## src/rtl/urct_pkg.sv

```systemverilog
package urct_pkg;

	// ************************************************************
	// Instances and widths
	// ************************************************************
	localparam int unsigned NUM_TMR    = 3;
	localparam int unsigned CNT_W      = 16;
	localparam int unsigned APB_AW     = 12;
	localparam int unsigned APB_DW     = 32;

	// Only the first and third instance own a toggle output
	localparam logic [2:0]  TOGGLE_MASK = 3'b101;
	// Pin group per instance: first and second share group 0
	localparam logic [2:0]  PIN_GROUP   = 3'b100;

	// ************************************************************
	// Register indices (byte address = page * PAGE_STRIDE + 4 * index)
	// ************************************************************
	localparam logic [7:0]  IDX_CTRL     = 8'hc8;
	localparam logic [7:0]  IDX_CFG      = 8'hc9;
	localparam logic [7:0]  IDX_RLD_LO   = 8'hca;
	localparam logic [7:0]  IDX_RLD_HI   = 8'hcb;
	localparam logic [7:0]  IDX_CNT_LO   = 8'hcc;
	localparam logic [7:0]  IDX_CNT_HI   = 8'hcd;
	localparam logic [11:0] PAGE_STRIDE  = 12'h400;

	// ************************************************************
	// Field positions
	// ************************************************************
	localparam int unsigned CTRL_TF_POS   = 7;
	localparam int unsigned CTRL_EXF_POS  = 6;
	localparam int unsigned CTRL_EXEN_POS = 3;
	localparam int unsigned CTRL_TR_POS   = 2;
	localparam int unsigned CTRL_CT_POS   = 1;
	localparam int unsigned CTRL_CPRL_POS = 0;
	localparam int unsigned CFG_MODE_POS  = 3;
	localparam int unsigned CFG_TOG_POS   = 2;
	localparam int unsigned CFG_OE_POS    = 1;
	localparam int unsigned CFG_DCEN_POS  = 0;

	// ************************************************************
	// Reset values and count limits
	// ************************************************************
	localparam logic [7:0]  CTRL_RST = 8'h00;
	localparam logic [7:0]  CFG_RST  = 8'h00;
	localparam logic [15:0] CNT_RST  = 16'h0000;
	localparam logic [15:0] RLD_RST  = 16'h0000;
	localparam logic [15:0] CNT_MAX  = 16'hffff;
	localparam logic [15:0] CNT_MIN  = 16'h0000;

	// ************************************************************
	// Prescale counts
	// ************************************************************
	localparam int unsigned DIV_SYS2  = 2;
	localparam int unsigned DIV_SYS12 = 12;
	localparam int unsigned DIV_EXT8  = 8;

	typedef enum logic [1:0]
	{
		CLK_SYS_DIV12 = 2'b00,
		CLK_SYS       = 2'b01,
		CLK_EXT_DIV8  = 2'b10,
		CLK_SYS_DIV2  = 2'b11
	} urct_clk_mode_e;

	typedef struct packed
	{
		logic tf;
		logic exf;
		logic [1:0] rsv;
		logic exen;
		logic tr;
		logic ct;
		logic cprl;
	} urct_ctrl_s;

	typedef struct packed
	{
		logic [2:0] rsv;
		urct_clk_mode_e mode;
		logic tog;
		logic oe;
		logic dcen;
	} urct_cfg_s;

	typedef struct packed
	{
		logic div2;
		logic div12;
		logic ext8;
	} urct_ticks_s;

endpackage : urct_pkg

```

## src/rtl/urct_prescale.sv

```systemverilog
`timescale 1ns/1ps
module urct_prescale (
	input  wire logic                 pclk,
	input  wire logic                 presetn,
	input  wire logic                 ext_osc_clk,
	output urct_pkg::urct_ticks_s     ticks
);
	import urct_pkg::*;

	logic       ext_s;
	logic       ext_prev_q;
	logic [3:0] div12_q;
	logic       div2_q;
	logic [2:0] ext8_q;

	// External oscillator is sampled, so it must not exceed half the system clock
	urct_sync #(.W(1)) u_ext_sync (
		.pclk     (pclk),
		.presetn  (presetn),
		.async_in (ext_osc_clk),
		.sync_out (ext_s)
	);

	wire ext_rise = ext_s & ~ext_prev_q;
	wire div12_end = (div12_q == 4'(DIV_SYS12 - 1));
	wire ext8_end  = (ext8_q == 3'(DIV_EXT8 - 1));

	always_ff @(posedge pclk or negedge presetn)
	begin
		if (!presetn)
		begin
			ext_prev_q <= 1'b0;
			div12_q    <= 4'h0;
			div2_q     <= 1'b0;
			ext8_q     <= 3'h0;
		end
		else
		begin
			ext_prev_q <= ext_s;
			div12_q    <= div12_end ? 4'h0 : div12_q + 4'h1;
			div2_q     <= ~div2_q;
			if (ext_rise)
				ext8_q <= ext8_end ? 3'h0 : ext8_q + 3'h1;
		end
	end

	// Free-running prescaler shared by all instances
	assign ticks.div2  = div2_q;
	assign ticks.div12 = div12_end;
	assign ticks.ext8  = ext_rise & ext8_end;

endmodule : urct_prescale

```

## src/rtl/urct_sync.sv

```systemverilog
`timescale 1ns/1ps
module urct_sync #(
	parameter int unsigned W = 1
)(
	input  wire logic         pclk,
	input  wire logic         presetn,
	input  wire logic [W-1:0] async_in,
	output logic      [W-1:0] sync_out
);

	logic [W-1:0] meta_q;

	if (W < 1)
	begin : g_bad_width
		$error("urct_sync width must be at least one");
	end

	// Second stage only reads the first; nothing else taps it
	always_ff @(posedge pclk or negedge presetn)
	begin
		if (!presetn)
		begin
			meta_q   <= '0;
			sync_out <= '0;
		end
		else
		begin
			meta_q   <= async_in;
			sync_out <= meta_q;
		end
	end

endmodule : urct_sync

```

## src/rtl/urct_top.sv

```systemverilog
// The register offsets and the APB interface to the registers were chosen for this implementation.
`timescale 1ns/1ps
module urct_top #(
	parameter int unsigned N_TMR = urct_pkg::NUM_TMR
)(
	input  wire logic                          pclk,
	input  wire logic                          presetn,
	input  wire logic                          psel,
	input  wire logic                          penable,
	input  wire logic                          pwrite,
	input  wire logic [urct_pkg::APB_AW-1:0]   paddr,
	input  wire logic [urct_pkg::APB_DW-1:0]   pwdata,
	input  wire logic [3:0]                    pstrb,
	output logic      [urct_pkg::APB_DW-1:0]   prdata,
	output logic                               pready,
	output logic                               pslverr,
	input  wire logic                          ext_osc_clk,
	input  wire logic [1:0]                    count_input_pin,
	input  wire logic [1:0]                    external_trigger_pin,
	output logic      [2:0]                    toggle_out,
	output logic      [2:0]                    toggle_out_oe,
	output logic      [2:0]                    overflow_evt,
	output logic      [2:0]                    timer_irq_req
);
	import urct_pkg::*;

	// Port widths and the pin grouping are laid out for three timers only
	if (N_TMR != NUM_TMR)
	begin : g_bad_count
		$error("urct_top supports exactly three timer instances");
	end

	// Byte registers and the wrap compares assume a 16-bit count
	if (CNT_W != 16)
	begin : g_bad_width
		$error("urct_top needs a 16-bit count");
	end

	// ************************************************************
	// Pin synchronisation and edge detection
	// ************************************************************
	logic [1:0] cnt_pin_s;
	logic [1:0] trg_pin_s;
	logic [1:0] cnt_pin_prev_q;
	logic [1:0] trg_pin_prev_q;
	urct_ticks_s ticks;

	// Group 0 pins feed the first two timers alike
	urct_sync #(.W(4)) u_pin_sync (
		.pclk     (pclk),
		.presetn  (presetn),
		.async_in ({count_input_pin, external_trigger_pin}),
		.sync_out ({cnt_pin_s, trg_pin_s})
	);

	// ************************************************************
	// Shared prescaler
	// ************************************************************
	urct_prescale u_prescale (
		.pclk        (pclk),
		.presetn     (presetn),
		.ext_osc_clk (ext_osc_clk),
		.ticks       (ticks)
	);

	// ************************************************************
	// Falling-edge detection
	// ************************************************************
	// Edge flops reset low, so a pin held high out of reset never fakes a falling edge
	always_ff @(posedge pclk or negedge presetn)
	begin
		if (!presetn)
			cnt_pin_prev_q <= 2'b00;
		else
			cnt_pin_prev_q <= cnt_pin_s;
	end

	always_ff @(posedge pclk or negedge presetn)
	begin
		if (!presetn)
			trg_pin_prev_q <= 2'b00;
		else
			trg_pin_prev_q <= trg_pin_s;
	end

	// One event per falling edge, taken after the synchroniser
	wire [1:0] cnt_fall = cnt_pin_prev_q & ~cnt_pin_s;
	wire [1:0] trg_fall = trg_pin_prev_q & ~trg_pin_s;

	// ************************************************************
	// APB decode
	// ************************************************************
	wire [1:0] acc_page = paddr[11:10];
	wire [7:0] acc_idx  = paddr[9:2];
	wire       idx_ok   = (acc_idx >= IDX_CTRL) && (acc_idx <= IDX_CNT_HI);
	wire       page_ok  = (32'(acc_page) < N_TMR);
	wire       addr_ok  = idx_ok & page_ok;
	wire       apb_wr   = psel & penable & pwrite & addr_ok & pstrb[0];
	wire       apb_setup = psel & ~penable;

	// Read data is latched in setup so the access phase completes at once
	assign pready  = 1'b1;
	assign pslverr = psel & penable & ~addr_ok;

	// ************************************************************
	// Read data
	// ************************************************************
	logic [7:0] rd_byte [3];

	// Page 3 is not mapped, so it never selects a timer and reads as zero
	wire [7:0]        rd_sel  = page_ok ? rd_byte[acc_page] : 8'h00;
	wire [APB_DW-1:0] rd_word = (addr_ok & ~pwrite) ? {24'h000000, rd_sel} : '0;

	// Bytes are taken one at a time; software must allow for a carry between them
	always_ff @(posedge pclk or negedge presetn)
	begin
		if (!presetn)
			prdata <= '0;
		else if (apb_setup)
			prdata <= rd_word;
	end

	// ************************************************************
	// Timer instances
	// ************************************************************
	genvar gi;
	generate
		for (gi = 0; gi < 3; gi++)
		begin : g_tmr
			localparam int unsigned PG = int'(PIN_GROUP[gi]);
			localparam logic HAS_TOG = TOGGLE_MASK[gi];

			// ************************************************************
			// Timer state
			// ************************************************************
			urct_ctrl_s  ctrl_q;
			urct_ctrl_s  ctrl_d;
			urct_cfg_s   cfg_q;
			urct_cfg_s   cfg_d;
			logic [15:0] cnt_q;
			logic [15:0] cnt_d;
			logic [15:0] rld_q;
			logic [15:0] rld_d;
			logic        evt_q;
			logic        exf_req_q;
			logic        exf_req_d;

			// ************************************************************
			// Register write decode
			// ************************************************************
			wire wr_me   = apb_wr & (acc_page == 2'(gi));
			wire wr_ctrl = wr_me & (acc_idx == IDX_CTRL);
			wire wr_cfg  = wr_me & (acc_idx == IDX_CFG);
			wire wr_rl   = wr_me & (acc_idx == IDX_RLD_LO);
			wire wr_rh   = wr_me & (acc_idx == IDX_RLD_HI);
			wire wr_cl   = wr_me & (acc_idx == IDX_CNT_LO);
			wire wr_ch   = wr_me & (acc_idx == IDX_CNT_HI);
			wire [7:0] wb = pwdata[7:0];

			// ************************************************************
			// Count events
			// ************************************************************
			// Clock source select
			wire sel_div12 = (cfg_q.mode == CLK_SYS_DIV12);
			wire sel_sys   = (cfg_q.mode == CLK_SYS);
			wire sel_ext8  = (cfg_q.mode == CLK_EXT_DIV8);
			wire sel_div2  = (cfg_q.mode == CLK_SYS_DIV2);
			wire clk_tick  = (sel_div12 & ticks.div12) | sel_sys | (sel_ext8 & ticks.ext8) | (sel_div2 & ticks.div2);
			// Counter function counts pin falling edges
			wire src_tick = ctrl_q.ct ? cnt_fall[PG] : clk_tick;
			wire step     = ctrl_q.tr & src_tick;
			// Direction follows trigger level only with decrement enabled
			wire up       = ~cfg_q.dcen | trg_pin_s[PG];
			// Trigger edges are direction-only while decrementing is enabled
			wire trg_evt  = ctrl_q.exen & ~cfg_q.dcen & trg_fall[PG];
			wire cap_mode = ctrl_q.cprl;

			wire at_max   = (cnt_q == CNT_MAX);
			wire at_min   = (cnt_q == CNT_MIN);
			wire at_rld   = (cnt_q == rld_q);
			// Capture underflow at zero, reload underflow at the reload value
			wire dn_wrap  = cap_mode ? at_min : at_rld;
			wire wrap     = step & (up ? at_max : dn_wrap);
			wire capture  = trg_evt & cap_mode;
			wire ext_rld  = trg_evt & ~cap_mode;
			// A trigger event, or software in capture mode, raises the external request;
			// the reload-mode wrap toggling of the flag never does
			wire exf_clr  = wr_ctrl & ~wb[CTRL_EXF_POS];
			wire exf_set  = capture | ext_rld | (wr_ctrl & wb[CTRL_EXF_POS] & cap_mode);
			assign exf_req_d = exf_set | (exf_req_q & ~exf_clr);

			// ************************************************************
			// Next state
			// ************************************************************
			// Count next value; a software byte write wins over counting
			always_comb
			begin
				cnt_d = cnt_q;
				if (ext_rld)
					cnt_d = rld_q;
				else if (wrap & ~cap_mode)
					cnt_d = up ? rld_q : CNT_MAX;
				else if (step)
					cnt_d = up ? cnt_q + 16'h0001 : cnt_q - 16'h0001;
				if (wr_cl)
					cnt_d[7:0] = wb;
				if (wr_ch)
					cnt_d[15:8] = wb;
			end

			always_comb
			begin
				rld_d = rld_q;
				if (capture)
					rld_d = cnt_q;
				if (wr_rl)
					rld_d[7:0] = wb;
				if (wr_rh)
					rld_d[15:8] = wb;
			end

			// Hardware sets win over a software clear in the same cycle
			always_comb
			begin
				ctrl_d     = ctrl_q;
				if (wr_ctrl)
					ctrl_d = urct_ctrl_s'(wb);
				ctrl_d.rsv = 2'b00;
				ctrl_d.tf  = ctrl_d.tf | wrap;
				if (capture | ext_rld)
					ctrl_d.exf = 1'b1;
				else if (wrap & ~cap_mode)
					ctrl_d.exf = ~ctrl_q.exf;
			end

			always_comb
			begin
				cfg_d     = cfg_q;
				if (wr_cfg)
					cfg_d = urct_cfg_s'(wb);
				cfg_d.rsv = 3'b000;
				// On the first and third instance only, toggle on each wrap while the output is enabled, or forced by a write
				if (!HAS_TOG)
					cfg_d.tog = 1'b0;
				else if (wrap & cfg_q.oe & ~wr_cfg)
					cfg_d.tog = ~cfg_q.tog;
			end

			// ************************************************************
			// Registers
			// ************************************************************
			// Software writes are merged in the next-state logic, so each block only copies
			always_ff @(posedge pclk or negedge presetn)
			begin
				if (!presetn)
				begin
					ctrl_q <= urct_ctrl_s'(CTRL_RST);
					cfg_q  <= urct_cfg_s'(CFG_RST);
				end
				else
				begin
					ctrl_q <= ctrl_d;
					cfg_q  <= cfg_d;
				end
			end

			always_ff @(posedge pclk or negedge presetn)
			begin
				if (!presetn)
				begin
					cnt_q <= CNT_RST;
					rld_q <= RLD_RST;
				end
				else
				begin
					cnt_q <= cnt_d;
					rld_q <= rld_d;
				end
			end

			// The event pulse is registered so consumers never see a decode glitch
			always_ff @(posedge pclk or negedge presetn)
			begin
				if (!presetn)
				begin
					evt_q     <= 1'b0;
					exf_req_q <= 1'b0;
				end
				else
				begin
					evt_q     <= wrap;
					exf_req_q <= exf_req_d;
				end
			end

			// ************************************************************
			// Outputs
			// ************************************************************
			// Overflow event for converter start and baud timing
			assign overflow_evt[gi]  = evt_q;
			assign toggle_out[gi]    = HAS_TOG & cfg_q.tog;
			assign toggle_out_oe[gi] = HAS_TOG & cfg_q.oe;
			// Reload-mode toggling of the external flag raises no request
			assign timer_irq_req[gi] = ctrl_q.tf | exf_req_q;

			// ************************************************************
			// Read back
			// ************************************************************
			assign rd_byte[gi] = (acc_idx == IDX_CTRL)   ? 8'(ctrl_q) :
			                     (acc_idx == IDX_CFG)    ? 8'(cfg_q) :
			                     (acc_idx == IDX_RLD_LO) ? rld_q[7:0] :
			                     (acc_idx == IDX_RLD_HI) ? rld_q[15:8] :
			                     (acc_idx == IDX_CNT_LO) ? cnt_q[7:0] :
			                                               cnt_q[15:8];
		end
	endgenerate

endmodule : urct_top

```

## config.mk

```make
export PLATFORM = sky130hd
export DESIGN_NAME = urct_top
export DESIGN_NICKNAME = d
export VERILOG_FILES = /design/src/rtl/urct_pkg.sv /design/src/rtl/urct_prescale.sv /design/src/rtl/urct_sync.sv /design/src/rtl/urct_top.sv
export SDC_FILE = /design/constraint.sdc
export NUM_CORES = 1
export LEC_CHECK = 0
export ABC_AREA = 1
export BUFFER_PORTS_ARGS = -buffer_cell sky130_fd_sc_hd__buf_2
export CAP_MARGIN = 20
export CORE_UTILIZATION = 62
export CTS_CLUSTER_DIAMETER = 40
export DETAILED_ROUTE_END_ITERATION = 6
export GPL_ROUTABILITY_DRIVEN = 0
export PLACE_DENSITY = 0.79
export SLEW_MARGIN = 30
export SYNTH_ARGS = -nofsm -noshare
export SYNTH_HDL_FRONTEND = slang
export SYNTH_HIERARCHICAL = 1
export SYNTH_SLANG_ARGS = --single-unit
export TNS_END_PERCENT = 1
```

## constraint.sdc

```tcl
create_clock -name pclk -period 3.6 [get_ports pclk]
set_clock_uncertainty 0.05 [all_clocks]
set_input_delay 0 -clock pclk [delete_from_list [all_inputs] [get_ports pclk]]
set_output_delay 0 -clock pclk [all_outputs]
set_load 0.05 [all_outputs]
```

# Word level (Yosys, flattened, before mapping)
# Index checks and enable logic that the tools add are counted.
# totals
regBits	189
input_bits	58
output_inout_bits	46
word_cells	325
# classes
add_sub_neg	8
n_lt_le_gt_ge	4
eq_ne	25
mux	74
bitwise_logic	131
n_reduce_logical	25
# op_table
operator	n
16-bit 2-to-1 mux	18
8-bit 2-to-1 mux	34
1-bit AND	77
16-bit by 1-bit adder with 16-bit output, second input constant	3
16-bit == test	3
16-bit == test, second input constant	3
8-bit == test, second input constant	6
16-bit logical NOT	3
16-bit by 1-bit subtractor with 16-bit output, second input constant	3
1-bit bitwise OR	27
4-bit nonzero test	6
1-bit inverter	22
1-bit 2-to-1 mux	17
8-bit binary-select mux with 2-bit select	1
2-bit nonzero test	8
2-bit == test, second input constant	7
3-bit 2-to-1 mux	3
3-bit nonzero test	3
2-bit by 1-bit == test with 1-bit output, second input constant	4
8-bit >= comparator, second input constant	1
8-bit less-or-equal comparator, second input constant	1
2-bit logical NOT	4
4-bit by 1-bit adder with 4-bit output, second input constant	1
2-bit AND	2
other kinds (9)	10

# Longest topological paths before layout
# Gate-level depths: netlist of the first run.
# logic_depth
depth_word	13
mapped_depth	18

# Cells and area by module
# The synthesis of the first run kept the hierarchy.
# modules_own_cells
mod	instances	cells_each	area_per_inst_um2	seq_area_each_um2
urct_top	1	1961	12602.1	3653.5
urct_prescale	1	46	410.4	225.2
urct_sync (u_pin_sync)	1	8	200.2	200.2
urct_sync (u_prescale.u_ext_sync)	1	2	50.0	50.0

# Worst setup path after synthesis of the first run
# OpenSTA, ideal clock, no wires.
# synth_timing
path_type	reg-to-reg
start	reg u_pin_sync.sync_out[0]
end	reg g_tmr[0].cnt_q[15]
arrival_ps	2748
required_time_ps	3434
slack_ps	686
path_stages_with_launch	14
path_buffers	2
synth_period_minus_slack_ps	2914
cell_sequence	dfrtp_1 -> nor2_1 -> clkbuf_1 -> clkbuf_1 -> ha_1 -> a21oi_1 -> o21ai_0 -> a21oi_1 -> nand3b_1 -> nand3_1 -> nand3_1 -> nand3_1 -> nand2_1 -> nand2_1
# synth_via
elab_chain_len	7
# synth_rtl
element	line_no	rtl
start, declared	urct_sync.sv:8	output logic [W-1:0] sync_out
start signal, assigned	urct_sync.sv:29	sync_out <= meta_q;
1-bit bitwise OR	urct_top.sv:173	wire up = ~cfg_q.dcen | trg_pin_s[PG];
1-bit 2-to-1 mux	urct_top.sv:183	wire wrap = step & (up ? at_max : dn_wrap);
1-bit AND	urct_top.sv:183	
1-bit AND	urct_top.sv:201	else if (wrap & ~cap_mode)
16-bit 2-to-1 mux	urct_top.sv:201	
16-bit 2-to-1 mux	urct_top.sv:199	if (ext_rld)
8-bit 2-to-1 mux	urct_top.sv:207	if (wr_ch)
end signal, assigned	urct_top.sv:276	cnt_q <= cnt_d;
end, declared	urct_top.sv:140	logic [15:0] cnt_q;
# Several ways; a longest one is shown, not always the timed one. The select of a mux whose other input is x is not followed.
# A chain may end at the register's enable or synchronous reset.

==> out/summary.txt, run 1 <==
Pleak - 7.604 nW
R2R depth - 14
WP data arrival - 3330 ps
Core Area - 21020 um2
Final setup viols - 0
Die area - 21980 um2
Status - finished, violations left
Slowest stage cell, crit path - nand3_2
Clock power frac - 35.3%
Seq pwr share - 42.5%
Total Routing Usage GR - 40.18%
First-pass GRT wire length - 69.01 mm
Max_slew headroom - 38.81%
Hpwl dp - 30.91 mm
IO Pins - 104
First DRT Iteration DRCs - 1974
Worst setup SP type - register
Tmin final - 2991 ps
Starting Density - 63.09%
Max Root-Sink Buffers - 2
Post-synth EDFFs - 0
Comb power frac - 22.2%
Cell taking the most area after synthesis - dfrtp_1
Critical path buffer and inverter count - 2
Maximum clock rate - 0.3343 GHz
CTS resizes - 0
Max-slew violation count - 0
RSZ-0062 raised after global routing - no
Ranking of synthesized cells by area - dfrtp_1 (31%), nand2_1 (16%), inv_1 (7.6%)
CTS HTree Levels - 4
Req. time, crit path - 3940 ps
Register Area - 4129 um2
PortBufs - 47
Yosys top cell area share - 31.13%
Area of the multi-input gates - 7644 um2
Non-filler cells, final - 2340
Placed instance count - 2293
FF-to-FF End - g_tmr[1].cnt_q[11]$_DFFE_PN0P_
Final net count - 2158
Average wire per standard cell - 18.47 um
Failing checks - design-rule violations
Worst Setup End Kind - register
Fillers - 1855
Final ANT Viol Nets - 0
Most used DFF post-synth - dfrtp_1
Vias post-DR - 14340
Drt first pass iters - 7
Worst-Skew Late Latency - 450 ps
Power Density - 375.4 nW/um2
Worst Tran Pin Value - 916.8 ps
Worst hold path class - primary input to register
Largest net degree at the start of global routing - 70
Mapped Area - 13260 um2
CTS Hold Bufs - 15
Die Ht - 148.3 um
TritonCTS buffer count - 17
Reg2Reg Setup Slack - 610 ps
Die X - 148.3 um
Clock tree root driver cell - clkbuf_16
CTS tree - built
FF-to-FF Start - u_prescale/ext8_q[0]$_DFFE_PN0P_
Psw - 2.017 mW
Diode count - 0
Setup TNS - 0 ps
Sw Ratio - 37.36%
Critical Path End - g_tmr[1].cnt_q[11]$_DFFE_PN0P_
Vias in the first global route - 13140
Clk slew on worst S/H paths - 80 ps
Final wirelength - 43.22 mm
DRC - 3
Setup crit start - u_prescale/ext8_q[0]$_DFFE_PN0P_
CP Max Fanout - 19
Seq cells post-synth - 165
Share of flip-flops with an asynchronous set or reset - 100.0%
Max Cap Violations - 0
Final Hold Fails - 0
Gate Count Post-Synth - 2017
Library cells used by synthesis - 46
Synth warn - 6
Slowest cell delay on critical path - 420 ps
Area growth from synthesis to layout - 8.415%
Layout cells sized above 1 - 6.925%
Initial antenna violation count - 0
TritonCTS Sinks - 165
Fin crit share - 83.09%
# Post-CTS Setup Buffers - 0
Sequential area share after synthesis - 31.13%
Rows - 53
Most frequent cells in the layout - nand2_1 (582), inv_1 (268), dfrtp_1 (165)
Commonest non-fill, non-tap cell in the layout - nand2_1
Crit path max-delay family - simple AND/OR/NAND/NOR gates
Mean Syn Cell Area - 6.575 um2
P_int - 3.381 mW
Setup CP Type - register to register
Congestion Overflow GR - 0
Cell mode on critical path - nand2_1
Worst path cell trace - ha_1 > ha_1 > inv_1 > nor2_1 > nand3_1 > nand4_1 > nand2_1 > a21oi_2 > nand3_2 > clkinv_1 > o21ai_0 > nand3_1 > nand2_1 > nand2_1
Crit path depth - 14
DR vias/cell - 6.127
Worst vdd ir - 0.3403 mV
-- worst register-to-register path, cell delays in order, from the launching register on --
cell      delay, ps
dfrtp_1         380
ha_1            160
ha_1            130
inv_1            50
nor2_1          260
nand3_1         130
nand4_1         110
nand2_1         190
a21oi_2         370
nand3_2         420
clkinv_1        340
o21ai_0         150
nand3_1          90
nand2_1          50
nand2_1          60
-- flip-flops by register name, indices dropped and copies added, names as in the netlist, 2 cells and up --
register / cells
cnt_pin_prev_q: 2
toggle_out: 2
trg_pin_prev_q: 2
g_tmr.cap_mode: 3
u_pin_sync/meta_q: 4
u_prescale/ext8_q: 3
u_prescale/div12_q: 4
g_tmr.cfg_q: 10
g_tmr.cnt_q: 48
u_pin_sync/sync_out: 4
toggle_out_oe: 2
prdata: 8
g_tmr.evt_q: 3
g_tmr.rld_q: 48
g_tmr.exf_req_q: 3
g_tmr.ctrl_q: 15
-- metrics by stage --
stage          worst slack (ps)  utilization [%]  hold WS (ps)  power, mW  area [um2]
2_1_floorplan             685.9                -        -345.6      3.095       13360
3_3_place_gp              769.7            64.72         1.676      3.427       13610
3_5_place_dp              710.9            64.72         1.365      3.459       13610
4_1_cts                   660.1            68.40         18.21      5.352       14380
5_1_grt                   321.4            68.40         78.42      5.629       14380
6_report                  608.7            68.40         49.69      5.398       14380
-- layer usage --
layer  track usage, %  routed length, um
met1            54.90              17090
met3            8.313               5354
met2            60.61              18610
met4            19.79               2157
met5                0                  0
-- worst min path at each step --
| stage | from | to | slack (ps) | cells past startpoint |
|---|---|---|---|---|
| after floorplan | presetn | cnt_pin_prev_q[0]$_DFF_PN0_ | -350 | 0 |
| after global placement | presetn | g_tmr[1].cnt_q[12]$_DFFE_PN0P_ | 2 | 1 |
| after detailed placement | presetn | g_tmr[1].cnt_q[12]$_DFFE_PN0P_ | 1 | 1 |
| after CTS | penable | prdata[1]$_DFFE_PN0P_ | 20 | 5 |
| after global routing | penable | prdata[0]$_DFFE_PN0P_ | 80 | 5 |
| final | penable | prdata[1]$_DFFE_PN0P_ | 50 | 5 |
-- power by group through the flow --
stage | combinational, mW | sequential (mW) | clock, mW
detailed placement | 1.15 | 2.31 | 0
global route | 1.34 | 2.30 | 1.99
floorplan | 0.892 | 2.20 | 0
finish | 1.20 | 2.30 | 1.91
global placement | 1.12 | 2.30 | 0
CTS | 1.17 | 2.27 | 1.90
-- cell usage after synthesis (14+ instances only) --
cell / number
nand4_1: 36
nand2_1: 582
o21ai_0: 136
buf_2: 19
buf_4: 37
o221ai_1: 44
nand3_1: 163
a21oi_1: 124
nor3_1: 27
nor2_1: 139
dfrtp_1: 165
clkbuf_1: 35
o211ai_1: 14
xor2_1: 41
o22ai_1: 40
ha_1: 45
inv_1: 268
-- kinds of logic after synthesis --
group	synth area share, %
other cells	0.05662
fa+ha+maj	4.698
compound gates	17.42
flops	31.13
buf+inv	11.96
xor+xnor	3.170
simple gates	31.56
-- final cells by class --
type | instances | area share (%)
Multi-Input combinational cell | 1500 | 53.16
Timing Repair Buffer | 85 | 4.011
Tap cell | 275 | 2.393
Sequential cell | 165 | 28.72
Clock inverter | 15 | 1.375
Clock buffer | 17 | 2.959
Inverter | 283 | 7.388
(Power assumes the default switching activity.)
==> run 2: changes to the inputs <==
Settings changed: ABC_AREA 1 to 0.
Clock period 3.6 ns to 2.9 ns, I/O delays scaled along.
==> run 2 against run 1 <==
  * The run still ends with design-rule violations left
  * Combinational power shrank 60%
  * First-iteration DRC count fell by 0.10%
  * Wire length fell by 1.9%
  * Largest cell class unchanged
==> out/summary.txt, run 2 <==
Power Density - 360.6 nW/um2 (was 375.4 nW/um2)
Area of the multi-input gates - 7805 um2 (was 7644 um2)
Layout cells sized above 1 - 20.17% (was 6.925%)
Worst vdd ir - 0.4161 mV (was 0.3403 mV)
Commonest non-fill, non-tap cell in the layout - dfrtp_1 (was nand2_1)
Die X - 143.5 um (was 148.3 um)
Setup crit start - g_tmr[0].cnt_q[0]$_DFFE_PN0P_ (was u_prescale/ext8_q[0]$_DFFE_PN0P_)
WP data arrival - 3140 ps (was 3330 ps)
Final setup viols - 0 (unchanged)
Fillers - 1401 (was 1855)
Worst Tran Pin Value - 922.3 ps (was 916.8 ps)
Worst-Skew Late Latency - 460 ps (was 450 ps)
Final ANT Viol Nets - 0 (unchanged)
Yosys top cell area share - 33.26% (was 31.13%)
FF-to-FF Start - g_tmr[0].cnt_q[0]$_DFFE_PN0P_ (was u_prescale/ext8_q[0]$_DFFE_PN0P_)
DR vias/cell - 6.888 (was 6.127)
Non-filler cells, final - 1822 (was 2340)
Drt first pass iters - 7 (unchanged)
First DRT Iteration DRCs - 1972 (was 1974)
Sequential area share after synthesis - 33.26% (was 31.13%)
Most used DFF post-synth - dfrtp_1 (unchanged)
RSZ-0062 raised after global routing - yes (was no)
Tmin final - 2867 ps (was 2991 ps)
Hpwl dp - 29.76 mm (was 30.91 mm)
Slowest stage cell, crit path - or4_1 (was nand3_2)
Share of flip-flops with an asynchronous set or reset - 100.0% (unchanged)
Seq cells post-synth - 165 (unchanged)
CP Max Fanout - 8 (was 19)
Clock tree root driver cell - clkbuf_16 (unchanged)
Largest net degree at the start of global routing - 73 (was 70)
Max Cap Violations - 0 (unchanged)
Total Routing Usage GR - 42.52% (was 40.18%)
Final design utilization - 73.55% (was 68.40%)
Cell taking the most area after synthesis - dfrtp_1 (unchanged)
Maximum clock rate - 0.3488 GHz (was 0.3343 GHz)
Worst path cell trace - xor2_1 > nor4_1 > nand4_1 > or4_1 > a21o_1 > o21ai_4 > buf_4 > o221ai_1 > o311ai_0 (was ha_1 > ha_1 > inv_1 > nor2_1 > nand3_1 > nand4_1 > nand2_1 > a21oi_2 > nand3_2 > clkinv_1 > o21ai_0 > nand3_1 > nand2_1 > nand2_1)
Final net count - 1650 (was 2158)
Die Ht - 143.5 um (was 148.3 um)
TritonCTS buffer count - 17 (unchanged)
Setup CP Type - register to register (unchanged)
TritonCTS Sinks - 165 (unchanged)
Library cells used by synthesis - 94 (was 46)
Mean Syn Cell Area - 8.676 um2 (was 6.575 um2)
Vias post-DR - 12550 (was 14340)
PnR worst setup slack - 32.69 ps (was 608.7 ps)
Synth cell count leaders - dfrtp_1 (165), nand2_1 (139), nor2_1 (123) (was nand2_1 (582), inv_1 (268), dfrtp_1 (165))
FF-to-FF End - g_tmr[0].cnt_q[1]$_DFFE_PN0P_ (was g_tmr[1].cnt_q[11]$_DFFE_PN0P_)
Synth warn - 6 (unchanged)
CTS tree - built (unchanged)
Max Root-Sink Buffers - 2 (unchanged)
Setup TNS - 0 ps (unchanged)
Slowest cell delay on critical path - 480 ps (was 420 ps)
Status - finished, violations left (unchanged)
Area growth from synthesis to layout - 15.67% (was 8.415%)
Core Area - 19530 um2 (was 21020 um2)
Most frequent cells in the layout - dfrtp_1 (165), nand2_1 (139), buf_4 (125) (was nand2_1 (582), inv_1 (268), dfrtp_1 (165))
Worst Setup End Kind - register (unchanged)
Congestion Overflow GR - 0 (unchanged)
Gate Count Post-Synth - 1431 (was 2017)
Failing checks - design-rule violations (unchanged)
Count leader, synth - dfrtp_1 (was nand2_1)
Tot Pwr - 5.178 mW (was 5.398 mW)
R2R depth - 9 (was 14)
Register Area - 4129 um2 (unchanged)
Vias in the first global route - 11850 (was 13140)
Placed instance count - 1764 (was 2293)
Die area - 20600 um2 (was 21980 um2)
Critical Path End - g_tmr[0].cnt_q[1]$_DFFE_PN0P_ (was g_tmr[1].cnt_q[11]$_DFFE_PN0P_)
Fin area - 14360 um2 (was 14380 um2)
Initial antenna violation count - 0 (unchanged)
Post-synth EDFFs - 0 (unchanged)
Starting Density - 63.58% (was 63.09%)
Reg2Reg Setup Slack - 30 ps (was 610 ps)
DRC - 26 (was 3)
Hold WS - 35.93 ps (was 49.69 ps)
Max-slew violation count - 0 (unchanged)
First-pass GRT wire length - 65.75 mm (was 69.01 mm)
Mapped Area - 12420 um2 (was 13260 um2)
Diode count - 0 (unchanged)
Worst hold path class - primary input to register (unchanged)
Average wire per standard cell - 23.26 um (was 18.47 um)
Clk slew on worst S/H paths - 80 ps (about the same)
Final wirelength - 42.38 mm (was 43.22 mm)
Max_slew headroom - 38.28% (was 38.81%)
Worst setup SP type - register (unchanged)
Rows - 51 (was 53)
Req. time, crit path - 3180 ps (was 3940 ps)
IO Pins - 104 (unchanged)
CTS HTree Levels - 4 (unchanged)
Regs by FF count - g_tmr.cnt_q: 48 flops, g_tmr.rld_q: 48 flops, g_tmr.ctrl_q: 15 flops (unchanged)
Fin crit share - 98.87% (was 83.09%)
Dpl cell area - 13330 um2 (was 13610 um2)
Final Hold Fails - 0 (unchanged)
Pleak - 6.482 nW (was 7.604 nW)
Ranking of synthesized cells by area - dfrtp_1 (33%), mux2i_1 (4.9%), ha_1 (4.5%) (was dfrtp_1 (31%), nand2_1 (16%), inv_1 (7.6%))
PortBufs - 47 (unchanged)
Pre-CTS setup slack - -225.3 ps (was 710.9 ps)
==> run 2: cells by family (layout without fill, tap and decap cells) <==
kind of cell	after synthesis	after routing	share of synthesized area [%]
AOI/OAI and AO/OA	417	417	22.45
xor gates and xnor gates	85	85	5.996
adders and majority gates	48	48	5.019
buffers and inverters	154	255	6.117
DFF	165	165	33.26
muxes	100	100	9.181
other	2	27	0.06049
and+or+nand+nor	460	460	17.92
==> run 2: per-layer routing <==
| layer | wire, um | global-route usage, % |
|---|---|---|
| met5 | 0 | 0 |
| met4 | 2507 | 22.73 |
| met3 | 5944 | 10.96 |
| met2 | 18340 | 64.13 |
| met1 | 15590 | 56.04 |
==> run 2: critical path: cells and delay by family, from the launching register on <==
family,cells,cell delay [ps]
buf+inv,1,180
xor+xnor,1,180
simple gates,3,1030
compound gates,4,850
flops,1,440
==> run 2: cell type report <==
cell class / instances / share of cell area, %
clock inverters: 15 / 1.255
well taps: 265 / 2.309
multi-input cells: 1137 / 54.35
inverters: 36 / 0.9932
repair buffers: 187 / 9.383
flip-flops and latches: 165 / 28.75
clock buffers: 17 / 2.962
==> run 2: where the power goes <==
group / switching, mW / internal, mW / total [mW]
combinational: 0.331 / 0.155 / 0.486
sequential: 0.0253 / 2.33 / 2.36
clock: 1.16 / 1.17 / 2.33
total: 1.52 / 3.66 / 5.18
==> run 2: worst min path at each step <==
stage               startpoint                                     end  cells past startpoint
detailed placement     presetn  u_prescale/u_ext_sync/meta_q$_DFF_PN0_                      1
global route         pwdata[2]               toggle_out[0]$_DFFE_PN0P_                      3
CTS                  pwdata[2]               toggle_out[0]$_DFFE_PN0P_                      3
floorplan              presetn             cnt_pin_prev_q[0]$_DFF_PN0_                      0
global placement       presetn  u_prescale/u_ext_sync/meta_q$_DFF_PN0_                      1
finish               pwdata[1]           g_tmr[2].rld_q[1]$_DFFE_PN0P_                      3
==> run 2: timing repair <==
action / 4_1_cts / 5_1_grt
setup endpoints to repair: 8 / 37
pin swaps: 4 / 11
hold buffers: 11 / 0
gates resized for setup: 11 / 40
hold endpoints to repair: 107 / 0
buffers inserted: 1 / 14
